===== config.mk =====
export PLATFORM = sky130hd
export DESIGN_NAME = wcp_top
export DESIGN_NICKNAME = d
export VERILOG_FILES = /design/src/logic/wcp_pkg.sv /design/src/logic/wcp_top.sv /design/src/logic/wcp_timer.sv
export SDC_FILE = /design/constraint.sdc
export NUM_CORES = 1
export LEC_CHECK = 0
export ABC_AREA = 0
export BUFFER_PORTS_ARGS = -buffer_cell sky130_fd_sc_hd__buf_4
export CAP_MARGIN = 10
export CORE_MARGIN = 3
export CORE_UTILIZATION = 47
export DETAILED_ROUTE_END_ITERATION = 6
export GPL_TIMING_DRIVEN = 0
export PLACE_DENSITY = 0.77
export SYNTH_ARGS = -nofsm -noshare
export SYNTH_HDL_FRONTEND = slang
export SYNTH_SLANG_ARGS = --single-unit

===== constraint.sdc =====
create_clock -name clk -period 2.2 [get_ports clk]
set_clock_uncertainty 0.05 [all_clocks]
set_input_delay 0.33 -clock clk [delete_from_list [all_inputs] [get_ports clk]]
set_output_delay 0.33 -clock clk [all_outputs]
set_load 0.005 [all_outputs]

===== src/logic/wcp_pkg.sv =====
package wcp_pkg;

    // ----------------------------------------------------------------
    // register map, byte addresses on the AXI4-Lite port
    // ----------------------------------------------------------------
    localparam logic [3:0] CTRL_OFFSET   = 4'h0;
    localparam logic [3:0] STATUS_OFFSET = 4'h4;

    // ----------------------------------------------------------------
    // field positions
    // ----------------------------------------------------------------
    localparam int TSEL_LSB     = 0;
    localparam int TSEL_MSB     = 2;
    localparam int ENABLE_BIT   = 3;
    localparam int CHANGE_BIT   = 4;
    localparam int LEVEL2_BIT   = 0;
    localparam int RUNNING_BIT  = 1;

    // ----------------------------------------------------------------
    // reset values and timing
    // ----------------------------------------------------------------
    localparam logic       ENABLE_RESET  = 1'b0;
    localparam logic [2:0] TSEL_RESET    = 3'h0;
    localparam logic [2:0] CHANGE_WINDOW = 3'h4;   // core cycles the change window stays open
    localparam int         PERIOD_BASE   = 16384;  // oscillator cycles for select code 000
    localparam int         PERIOD_W      = 22;     // holds the longest period, code 111

    localparam logic [1:0] RESP_OKAY   = 2'h0;
    localparam logic [1:0] RESP_SLVERR = 2'h2;

    // ----------------------------------------------------------------
    // carrier for the protected settings
    // ----------------------------------------------------------------
    typedef struct packed {
        logic       en;
        logic [2:0] tsel;
    } wcp_ctrl_t;

endpackage : wcp_pkg


===== src/logic/wcp_top.sv =====
// Functional notes
// - The always-on fuse picks the safety level: unprogrammed is level 1, programmed level 2.
// - In level 1 the watchdog starts disabled and any write of enable one with byte strobe 0 set turns it on.
// - In level 1 clearing enable or changing the time-out needs an open change window.
// - In level 1 a write with change-enable zero inside the window applies enable and time-out.
// - In level 2 the watchdog always runs and enable always reads as one.
// - In level 2 a write with change-enable zero inside the window applies only the time-out.
// - Change-enable, written to one together with enable one, clears itself four core cycles later.
// - The time-out select picks 16384 to 2097152 oscillator cycles, doubling per step.
// - The counter clears on a kick, while disabled, and on chip reset.
// - Expiry without a kick gives a reset pulse one core cycle long.
`timescale 1ns/1ps
module wcp_top #(
    parameter int PERIOD_BASE = wcp_pkg::PERIOD_BASE
) (
    input  wire logic        clk,
    input  wire logic        rst_n,
    input  wire logic        always_on_fuse,
    input  wire logic        kick_instruction,
    input  wire logic        osc_tick,
    output logic             wdt_reset_pulse,
    input  wire logic [3:0]  s_axi_awaddr,
    input  wire logic        s_axi_awvalid,
    output logic             s_axi_awready,
    input  wire logic [31:0] s_axi_wdata,
    input  wire logic [3:0]  s_axi_wstrb,
    input  wire logic        s_axi_wvalid,
    output logic             s_axi_wready,
    output logic [1:0]       s_axi_bresp,
    output logic             s_axi_bvalid,
    input  wire logic        s_axi_bready,
    input  wire logic [3:0]  s_axi_araddr,
    input  wire logic        s_axi_arvalid,
    output logic             s_axi_arready,
    output logic [31:0]      s_axi_rdata,
    output logic [1:0]       s_axi_rresp,
    output logic             s_axi_rvalid,
    input  wire logic        s_axi_rready
);

    // ----------------------------------------------------------------
    // state
    // ----------------------------------------------------------------
    wcp_pkg::wcp_ctrl_t ctrl_q;
    logic [2:0]         win_cnt_q;
    logic               level2_q;
    logic               fuse_taken_q;
    logic               aw_have_q;
    logic               w_have_q;
    logic [3:0]         aw_addr_q;
    logic [31:0]        w_data_q;
    logic [3:0]         w_strb_q;

    logic               wr_fire;
    logic               wr_ctrl;
    logic               wr_en_bit;
    logic               wr_ce_bit;
    logic [2:0]         wr_tsel;
    logic               win_open;
    logic               run;
    logic [31:0]        ctrl_rd;
    logic [31:0]        status_rd;

    // ----------------------------------------------------------------
    // fuse capture
    // ----------------------------------------------------------------
    // the fuse is caught once after reset release, so a glitch later cannot
    // drop the watchdog back to the software controlled level
    always_ff @(posedge clk or negedge rst_n) begin
        if (!rst_n) begin
            level2_q     <= 1'b0;
            fuse_taken_q <= 1'b0;
        end else if (!fuse_taken_q) begin
            level2_q     <= always_on_fuse;
            fuse_taken_q <= 1'b1;
        end
    end

    // ----------------------------------------------------------------
    // decode of a committed write
    // ----------------------------------------------------------------
    always_comb begin
        wr_fire   = aw_have_q && w_have_q && !s_axi_bvalid;
        wr_ctrl   = wr_fire && (aw_addr_q == wcp_pkg::CTRL_OFFSET) && w_strb_q[0];
        wr_en_bit = w_data_q[wcp_pkg::ENABLE_BIT];
        wr_ce_bit = w_data_q[wcp_pkg::CHANGE_BIT];
        wr_tsel   = w_data_q[wcp_pkg::TSEL_MSB:wcp_pkg::TSEL_LSB];
        win_open  = (win_cnt_q != 3'h0);
        run       = ctrl_q.en || level2_q;
    end

    // ----------------------------------------------------------------
    // change window
    // ----------------------------------------------------------------
    // a second opening write restarts the window; an applying write closes it
    always_ff @(posedge clk or negedge rst_n) begin
        if (!rst_n) begin
            win_cnt_q <= 3'h0;
        end else if (wr_ctrl && wr_ce_bit && wr_en_bit) begin
            win_cnt_q <= wcp_pkg::CHANGE_WINDOW;
        end else if (wr_ctrl && win_open) begin
            win_cnt_q <= 3'h0;
        end else if (win_open) begin
            win_cnt_q <= win_cnt_q - 3'h1;
        end
    end

    // ----------------------------------------------------------------
    // protected settings
    // ----------------------------------------------------------------
    always_ff @(posedge clk or negedge rst_n) begin
        if (!rst_n) begin
            ctrl_q.en   <= wcp_pkg::ENABLE_RESET;
            ctrl_q.tsel <= wcp_pkg::TSEL_RESET;
        end else if (wr_ctrl && win_open && !wr_ce_bit) begin
            ctrl_q.tsel <= wr_tsel;
            if (!level2_q) begin
                ctrl_q.en <= wr_en_bit;
            end
        end else if (wr_ctrl && wr_en_bit) begin
            ctrl_q.en <= 1'b1;
        end
        // any other write, or a window left to lapse, keeps both fields
    end

    // ----------------------------------------------------------------
    // timeout counter
    // ----------------------------------------------------------------
    wcp_timer #(
        .PERIOD_BASE (PERIOD_BASE)
    ) u_timer (
        .clk      (clk),
        .rst_n    (rst_n),
        .run      (run),
        .kick     (kick_instruction),
        .osc_tick (osc_tick),
        .tsel     (ctrl_q.tsel),
        .expire_q (wdt_reset_pulse)
    );

    // ----------------------------------------------------------------
    // axi4-lite write channels
    // ----------------------------------------------------------------
    // address and data are caught in either order; ready drops until the
    // response has been taken, so one write at most is in flight
    always_ff @(posedge clk or negedge rst_n) begin
        if (!rst_n) begin
            aw_have_q     <= 1'b0;
            aw_addr_q     <= 4'h0;
            s_axi_awready <= 1'b0;
        end else if (s_axi_awvalid && s_axi_awready) begin
            aw_have_q     <= 1'b1;
            aw_addr_q     <= s_axi_awaddr;
            s_axi_awready <= 1'b0;
        end else begin
            if (wr_fire) begin
                aw_have_q <= 1'b0;
            end
            s_axi_awready <= !aw_have_q && !s_axi_bvalid;
        end
    end

    always_ff @(posedge clk or negedge rst_n) begin
        if (!rst_n) begin
            w_have_q     <= 1'b0;
            w_data_q     <= 32'h0;
            w_strb_q     <= 4'h0;
            s_axi_wready <= 1'b0;
        end else if (s_axi_wvalid && s_axi_wready) begin
            w_have_q     <= 1'b1;
            w_data_q     <= s_axi_wdata;
            w_strb_q     <= s_axi_wstrb;
            s_axi_wready <= 1'b0;
        end else begin
            if (wr_fire) begin
                w_have_q <= 1'b0;
            end
            s_axi_wready <= !w_have_q && !s_axi_bvalid;
        end
    end

    // write response; the status word is read only, so a write to it errors
    always_ff @(posedge clk or negedge rst_n) begin
        if (!rst_n) begin
            s_axi_bvalid <= 1'b0;
            s_axi_bresp  <= wcp_pkg::RESP_OKAY;
        end else if (wr_fire) begin
            s_axi_bvalid <= 1'b1;
            s_axi_bresp  <= (aw_addr_q == wcp_pkg::CTRL_OFFSET) ? wcp_pkg::RESP_OKAY
                                                                : wcp_pkg::RESP_SLVERR;
        end else if (s_axi_bready) begin
            s_axi_bvalid <= 1'b0;
        end
    end

    // ----------------------------------------------------------------
    // axi4-lite read channels
    // ----------------------------------------------------------------
    always_comb begin
        ctrl_rd                                            = 32'h0;
        ctrl_rd[wcp_pkg::TSEL_MSB:wcp_pkg::TSEL_LSB]       = ctrl_q.tsel;
        ctrl_rd[wcp_pkg::ENABLE_BIT]                       = run;
        ctrl_rd[wcp_pkg::CHANGE_BIT]                       = win_open;
        status_rd                                          = 32'h0;
        status_rd[wcp_pkg::LEVEL2_BIT]                     = level2_q;
        status_rd[wcp_pkg::RUNNING_BIT]                    = run;
    end

    // reads answer one cycle after the address is taken
    always_ff @(posedge clk or negedge rst_n) begin
        if (!rst_n) begin
            s_axi_arready <= 1'b0;
            s_axi_rvalid  <= 1'b0;
            s_axi_rdata   <= 32'h0;
            s_axi_rresp   <= wcp_pkg::RESP_OKAY;
        end else if (s_axi_arvalid && s_axi_arready) begin
            s_axi_arready <= 1'b0;
            s_axi_rvalid  <= 1'b1;
            if (s_axi_araddr == wcp_pkg::CTRL_OFFSET) begin
                s_axi_rdata <= ctrl_rd;
                s_axi_rresp <= wcp_pkg::RESP_OKAY;
            end else if (s_axi_araddr == wcp_pkg::STATUS_OFFSET) begin
                s_axi_rdata <= status_rd;
                s_axi_rresp <= wcp_pkg::RESP_OKAY;
            end else begin
                s_axi_rdata <= 32'h0;
                s_axi_rresp <= wcp_pkg::RESP_SLVERR;
            end
        end else if (s_axi_rvalid) begin
            if (s_axi_rready) begin
                s_axi_rvalid <= 1'b0;
            end
        end else begin
            s_axi_arready <= 1'b1;
        end
    end

endmodule : wcp_top


===== src/logic/wcp_timer.sv =====
`timescale 1ns/1ps
module wcp_timer #(
    parameter int PERIOD_BASE = wcp_pkg::PERIOD_BASE
) (
    input  wire logic       clk,
    input  wire logic       rst_n,
    input  wire logic       run,
    input  wire logic       kick,
    input  wire logic       osc_tick,
    input  wire logic [2:0] tsel,
    output logic            expire_q
);

    logic [wcp_pkg::PERIOD_W-1:0] cnt_q;
    logic [wcp_pkg::PERIOD_W-1:0] limit;
    logic [31:0]                  limit_wide;

    // ----------------------------------------------------------------
    // period select, doubling per code step
    // ----------------------------------------------------------------
    always_comb begin
        limit_wide = 32'(PERIOD_BASE) << tsel;
        limit      = limit_wide[wcp_pkg::PERIOD_W-1:0] - 22'h1;
    end

    // counter clears on kick and while stopped; only chip reset is async
    always_ff @(posedge clk or negedge rst_n) begin
        if (!rst_n) begin
            cnt_q <= '0;
        end else if (!run || kick) begin
            cnt_q <= '0;
        end else if (osc_tick) begin
            cnt_q <= (cnt_q >= limit) ? '0 : cnt_q + 22'h1;
        end
    end

    // one core cycle pulse when the period runs out without a kick
    always_ff @(posedge clk or negedge rst_n) begin
        if (!rst_n) begin
            expire_q <= 1'b0;
        end else begin
            expire_q <= run && !kick && osc_tick && (cnt_q >= limit);
        end
    end

endmodule : wcp_timer


# Word level (Yosys, flattened, before mapping)
# Cells that the tools add are included.
# totals
input_bits	54
out_inout_bits	42
elab_cells	89
register_bits	85
# op_classes
n_eq_ne	3
mux	26
n_lt_le_gt_ge	1
shifts	1
n_reduce_logical	35
add_sub_neg	3
# op_table
operator	n
$mux W22	3
$mux W32	1
$add A22 B1 Y22 const B	1
$ge A22 B22 Y1	1
$shl A15 B3 Y22 const A	1
$sub A22 B1 Y22 const B	1
$logic_and A1 B1 Y1	17
$mux W1	15
$reduce_bool A2 Y1	5
$mux W3	3
$logic_not A4 Y1	2
$mux W2	4
$logic_not A1 Y1	6
$reduce_bool A3 Y1	2
$eq A4 B3 Y1 const B	1
$sub A3 B1 Y3 const B	1
$logic_or A1 B1 Y1	2
$ne A2 B1 Y1 const B	1
$ne A2 B2 Y1 const B	1
$reduce_and A2 Y1	1

# Longest topological paths before layout
# logic_depth
word_depth	8
mapped_depth	10
depth_no_buf	7

# By module
# Synthesis repeated with hierarchy kept, for this count alone.
# unflattened
cells_unflattened	320
area_unflattened_um2	3178.0
# modules_own_cells
mod	n_inst	seq_area_each_um2	area_per_inst_um2	cells_each
wcp_timer	1	575.6	1590.3	181
wcp_top	1	825.8	1587.8	139

# Least setup slack after synthesis
# No wires, ideal clock.
# synth_timing
path_kind	register to register
from	register ctrl_q[2] (netlist name)
to	register u_timer.cnt_q[3] in the netlist's numbering
slack_ns	-0.095
n_path_buf	2
required_time_ns	2.034
synth_period_minus_slack_ns	2.295
setup_time_ns	0.116
path_stages_with_launch	10
arrival_time_ns	2.129
cell_sequence	dfrtp_1 > clkbuf_1 > nand3_1 > ha_1 > a21oi_1 > a21boi_1 > nor4_4 > clkbuf_1 > nand4_1 > o311ai_0
# synth_via
elab_chain_len	6
# synth_rtl
item	line_no	text
$shl A15 B3 Y22	wcp_timer.sv:22	limit_wide = 32'(PERIOD_BASE) << tsel;
$sub A22 B1 Y22	wcp_timer.sv:23	limit = limit_wide[wcp_pkg::PERIOD_W-1:0] - 22'h1;
$ge A22 B22 Y1	wcp_timer.sv:33	cnt_q <= (cnt_q >= limit) ? '0 : cnt_q + 22'h1;
$mux W22	wcp_timer.sv:33	
$mux W22	wcp_timer.sv:32	end else if (osc_tick) begin
$mux W22	wcp_timer.sv:30	end else if (!run || kick) begin
to (signal assigned)	wcp_timer.sv:33	
to (decl)	wcp_timer.sv:14	logic [wcp_pkg::PERIOD_W-1:0] cnt_q;
# No other way between the ends. The select of a mux whose other input is x is not followed.
# A chain may end at the register's enable or synchronous reset.

# Worst setup path after layout
# layout_timing
from	register ctrl_q[2] (netlist name)
to	register u_timer.cnt_q[19] in the netlist's numbering
# layout_via
elab_chain_len	6
# layout_rtl
item	line_no
$shl A15 B3 Y22	wcp_timer.sv:22
$sub A22 B1 Y22	wcp_timer.sv:23
$ge A22 B22 Y1	wcp_timer.sv:33
$mux W22	wcp_timer.sv:33
$mux W22	wcp_timer.sv:32
$mux W22	wcp_timer.sv:30
# No other way between the ends. The select of a mux whose other input is x is not followed.

==> results.sh <==
export IMPL_synth_warnings=0
export IMPL_cts_root_buf="clkbuf_8"
export IMPL_synthAdderAreaFrac=0.0441
export IMPL_die_h_um=87.5
export IMPL_muxShareOfSynthArea=0.0729
export IMPL_r2r_cells=11
export IMPL_grt_pass1_wl_mm=10.8
export IMPL_hold_buffers=0
export IMPL_leakage_nw=1.90
export IMPL_critPathTopFamily="buffers and inverters"
export IMPL_area_growth_pct=32.6
export IMPL_grt_use_total=0.178
export IMPL_wl_met2_mm=3.74
export IMPL_switching_share=0.336
export IMPL_setup_viol=7
export IMPL_worstSetupStartpoint="ctrl_q[2]"
export IMPL_p_clk_frac=0.189
export IMPL_wl_met1_mm=3.03
export IMPL_viasPerCell=5.61
export IMPL_synthCells=319
export IMPL_synth_edf_count=0
export IMPL_regArea_mm2=0.00141
export IMPL_violations="negative setup slack"
export IMPL_crit_path_frequent_cell="buf_6"
export IMPL_dr_total_vias=2719
export IMPL_tritoncts="done"
export IMPL_gp_congestion=0.811
export IMPL_worst_setup_path_type="register to register"
export IMPL_finalWorstSetupSlack_ns=-0.0802
export IMPL_reg2reg_to="u_timer.cnt_q[19]"
export IMPL_required_ns=2.35
export IMPL_placed_cells=461
export IMPL_hold_path_class="input pin to async pin"
export IMPL_cts_num_sinks=56
export IMPL_ir_drop_mv=0.549
export IMPL_clockBufferDepth=2
export IMPL_antennaDiodeCount=0
export IMPL_rsz0062_at_grt="yes"
export IMPL_synth_top_family_by_area="simple AND/OR/NAND/NOR gates"
export IMPL_run_status="complete, but fails checks"
export IMPL_drc=0
export IMPL_cp_endpoint="u_timer.cnt_q[19]"
export IMPL_clk_latency_ns=0.31
export IMPL_dr_first_iter_drc_count=222
export IMPL_min_period_ns=2.28
export IMPL_antenna_left=0
export IMPL_synth_compound_area_frac=0.120
export IMPL_nets=472
export IMPL_yosysSeqAreaShare=0.449
export IMPL_htreeDepth=2
export IMPL_grt_max_degree=57
export IMPL_initial_core_util=0.489
export IMPL_synthFlopType="dfrtp_1"
export IMPL_critPathMaxFanout=6
export IMPL_n_fill_cell=500
export IMPL_finalHoldViolCount=0
export IMPL_die_x_um=87.5
export IMPL_place_ws_ns=-0.461
export IMPL_intPower_mw=2.03
export IMPL_grt_pass1_vias=2369
export IMPL_clkTransAtPathRegs_ns=0.10
export IMPL_yosysMostFrequentCell="dfrtp_1"
export IMPL_crit_chain="nand3_2 > ha_4 > nand4_1 > buf_6 > nor3_4 > nor4_4 > buf_6 > buf_12 > clkbuf_16 > a31oi_1 > mux2i_1"
export IMPL_yosys_top_cells_area="dfrtp_1 45%, buf_4 7.0%, mux2_2 5.0%, ha_1 4.4%, nand2_1 3.7%"
export IMPL_top_layer="met4"
export IMPL_p_switching_mw=1.03
export IMPL_core_mm2=0.00639
export IMPL_ff2ff_setup_slack_ns=-0.08
export IMPL_fin_crit_sh=1.04
export IMPL_seq_power_share=0.466
export IMPL_fp_row_count=29
export IMPL_ys_types=50
export IMPL_syn_area_per_cell_um2=9.79
export IMPL_ioPinCount=96
export IMPL_drive_above_1_share=0.360
export IMPL_grt_overflow=0
export IMPL_end_kind="register"
export IMPL_cts_buffers=5
export IMPL_dr_pass1_iters=5
export IMPL_cpMaxStageDelayCell="dfrtp_2"
export IMPL_startpoint_type="register"
export IMPL_slew_viol_final=0
export IMPL_cp_depth=11
export IMPL_timing_slew_headroom=0.531
export IMPL_antenna_found_initial=0
export IMPL_slowest_delay_ns=0.44
export IMPL_drv_cap=0
export IMPL_reg2reg_from="ctrl_q[2]"
export IMPL_p_comb_frac=0.346
export IMPL_max_freq_ghz=0.439
export IMPL_portBuffers=36
export IMPL_wirelength_mm=7.49
export IMPL_worst_path_buf_inv=4
export IMPL_syn_area_mm2=0.00312
export IMPL_yosysTopAreaCell="dfrtp_1"
export IMPL_powerDensity_mw_per_mm2=737
export IMPL_dieArea_mm2=0.00766
export IMPL_yosys_area_top_type_share=0.449
export IMPL_async_reset_ff_frac=1.00
export IMPL_multi_input_area_mm2=0.00175
export IMPL_route_met3_wl_um=530
export IMPL_routedWlPerCell_um=15.4
export IMPL_synth_xor_xnor_area_share=0
export IMPL_ys_seq_elements=56
export IMPL_tightest_slew_ns=0.704
export IMPL_yosys_top_cells_count="56 x dfrtp_1, 31 x nand2_1, 29 x buf_4"
export IMPL_dp_hpwl_mm=4.66
export IMPL_cp_arrival_ns=2.43
export IMPL_yosys_area_share_simple=0.211
export IMPL_instances_no_fill=485
[through the flow]
stage          utilization  hold WS [ns]  power [mW]  setup TNS, ns  instance area, µm²
5_1_grt              0.649        0.0580        3.25          -1.49                4140
3_3_place_gp         0.564         0.376        2.19          -4.71                3600
3_5_place_dp         0.564         0.376        2.24          -6.28                3600
2_1_floorplan            -       -0.0156        1.95              0                3240
4_1_cts              0.605        0.0302        2.91         -0.284                3860
6_report             0.649        0.0111        3.05         -0.252                4140
[state kept, by name (all words and copies together), names as in the netlist]
register and cells:
s_axi_rresp 1, s_axi_wready 1, w_have_q 1, w_strb_q 1, ctrl_q 4, win_cnt_q 3
u_timer.cnt_q 22, s_axi_arready 1, u_timer.expire_q 1, fuse_taken_q 1, s_axi_rdata 5, s_axi_bvalid 1
aw_addr_q 4, w_data_q 5, level2_q 1, s_axi_bresp 1, s_axi_awready 1, s_axi_rvalid 1
aw_have_q 1
[cells in the final DEF (no fill, tap or decap), types with 3 or more instances in the layout]
cell      Yosys  layout
o211ai_1      3       3
ha_4          0       4
nor2_1       13      12
nand2_1      31      28
clkbuf_1      6       4
a22o_1        4       4
nand3_1      21      19
clkbuf_8      0       5
and3_1        9       9
dfrtp_1      56      53
nor3_4        0       3
a31oi_1       8       7
nor4_1        3       3
nand3_2       1       3
dfrtp_2       0       3
nor3_1        7       3
a21oi_1       7       4
or2_0         4       4
conb_1        2      31
nand4_1      14      14
buf_4        29      73
buf_6         2       6
nand2_2       1       3
inv_1        13      12
mux2_2       14      14
buf_8         0       3
ha_1         11       7
o21ai_0      16      14
mux2i_1       7       7
[layout make-up]
type / instances / share of cell area
multi-input combinational: 241 / 0.423
sequential: 56 / 0.339
timing repair buffer: 53 / 0.110
buffer: 37 / 0.0701
tap: 77 / 0.0233
clock buffer: 6 / 0.0175
inverter: 13 / 0.0124
clock inverter: 2 / 0.00393
[what timing repair did]
item	in CTS	in global routing
resized for setup	22	39
hold endpoints to repair	0	0
setup endpoints to repair	21	23
pin swaps	7	13
setup buffers	9	6
gates cloned	1	1
[how the worst min path moves through the flow]
stage | from | to | slack (ns) | cells after the start
after floorplan | rst_n | aw_addr_q[0] | -0.02 | 0
after global placement | rst_n | win_cnt_q[1] | 0.38 | 1
after detailed placement | rst_n | s_axi_rdata[4] | 0.38 | 1
after CTS | rst_n | s_axi_rdata[4] | 0.03 | 1
after global routing | rst_n | s_axi_wready | 0.06 | 1
final | rst_n | s_axi_rdata[4] | 0.01 | 1
[logic make-up (layout without fill, tap and decap cells)]
| kind of cell | Yosys count | in the layout |
|---|---|---|
| mux | 21 | 21 |
| compound gates | 57 | 57 |
| other cells | 2 | 31 |
| simple gates | 121 | 121 |
| buf+inv | 51 | 111 |
| fa+ha+maj | 11 | 11 |
| flops | 56 | 56 |
[power groups by stage]
stage | logic, mW | clock network [mW] | registers, mW
detailed placement | 0.808 | 0 | 1.43
floorplan | 0.553 | 0 | 1.40
global placement | 0.772 | 0 | 1.42
CTS | 0.913 | 0.586 | 1.41
finish | 1.06 | 0.576 | 1.42
global route | 1.17 | 0.628 | 1.45
[worst register-to-register path, stage by stage, from the launching register on]
cell       delay [ns]
dfrtp_2          0.44
nand3_2          0.10
ha_4             0.29
nand4_1          0.11
buf_6            0.16
nor3_4           0.26
nor4_4           0.06
buf_6            0.16
buf_12           0.13
clkbuf_16        0.15
a31oi_1          0.16
mux2i_1          0.10
[routing by layer]
layer	GRT usage	up-vias
met5	0	-
met4	0.0600	0
met3	0.0367	24
met2	0.290	131
met1	0.237	1286
li1	-	1278
Power figures use the tool's default switching activity.
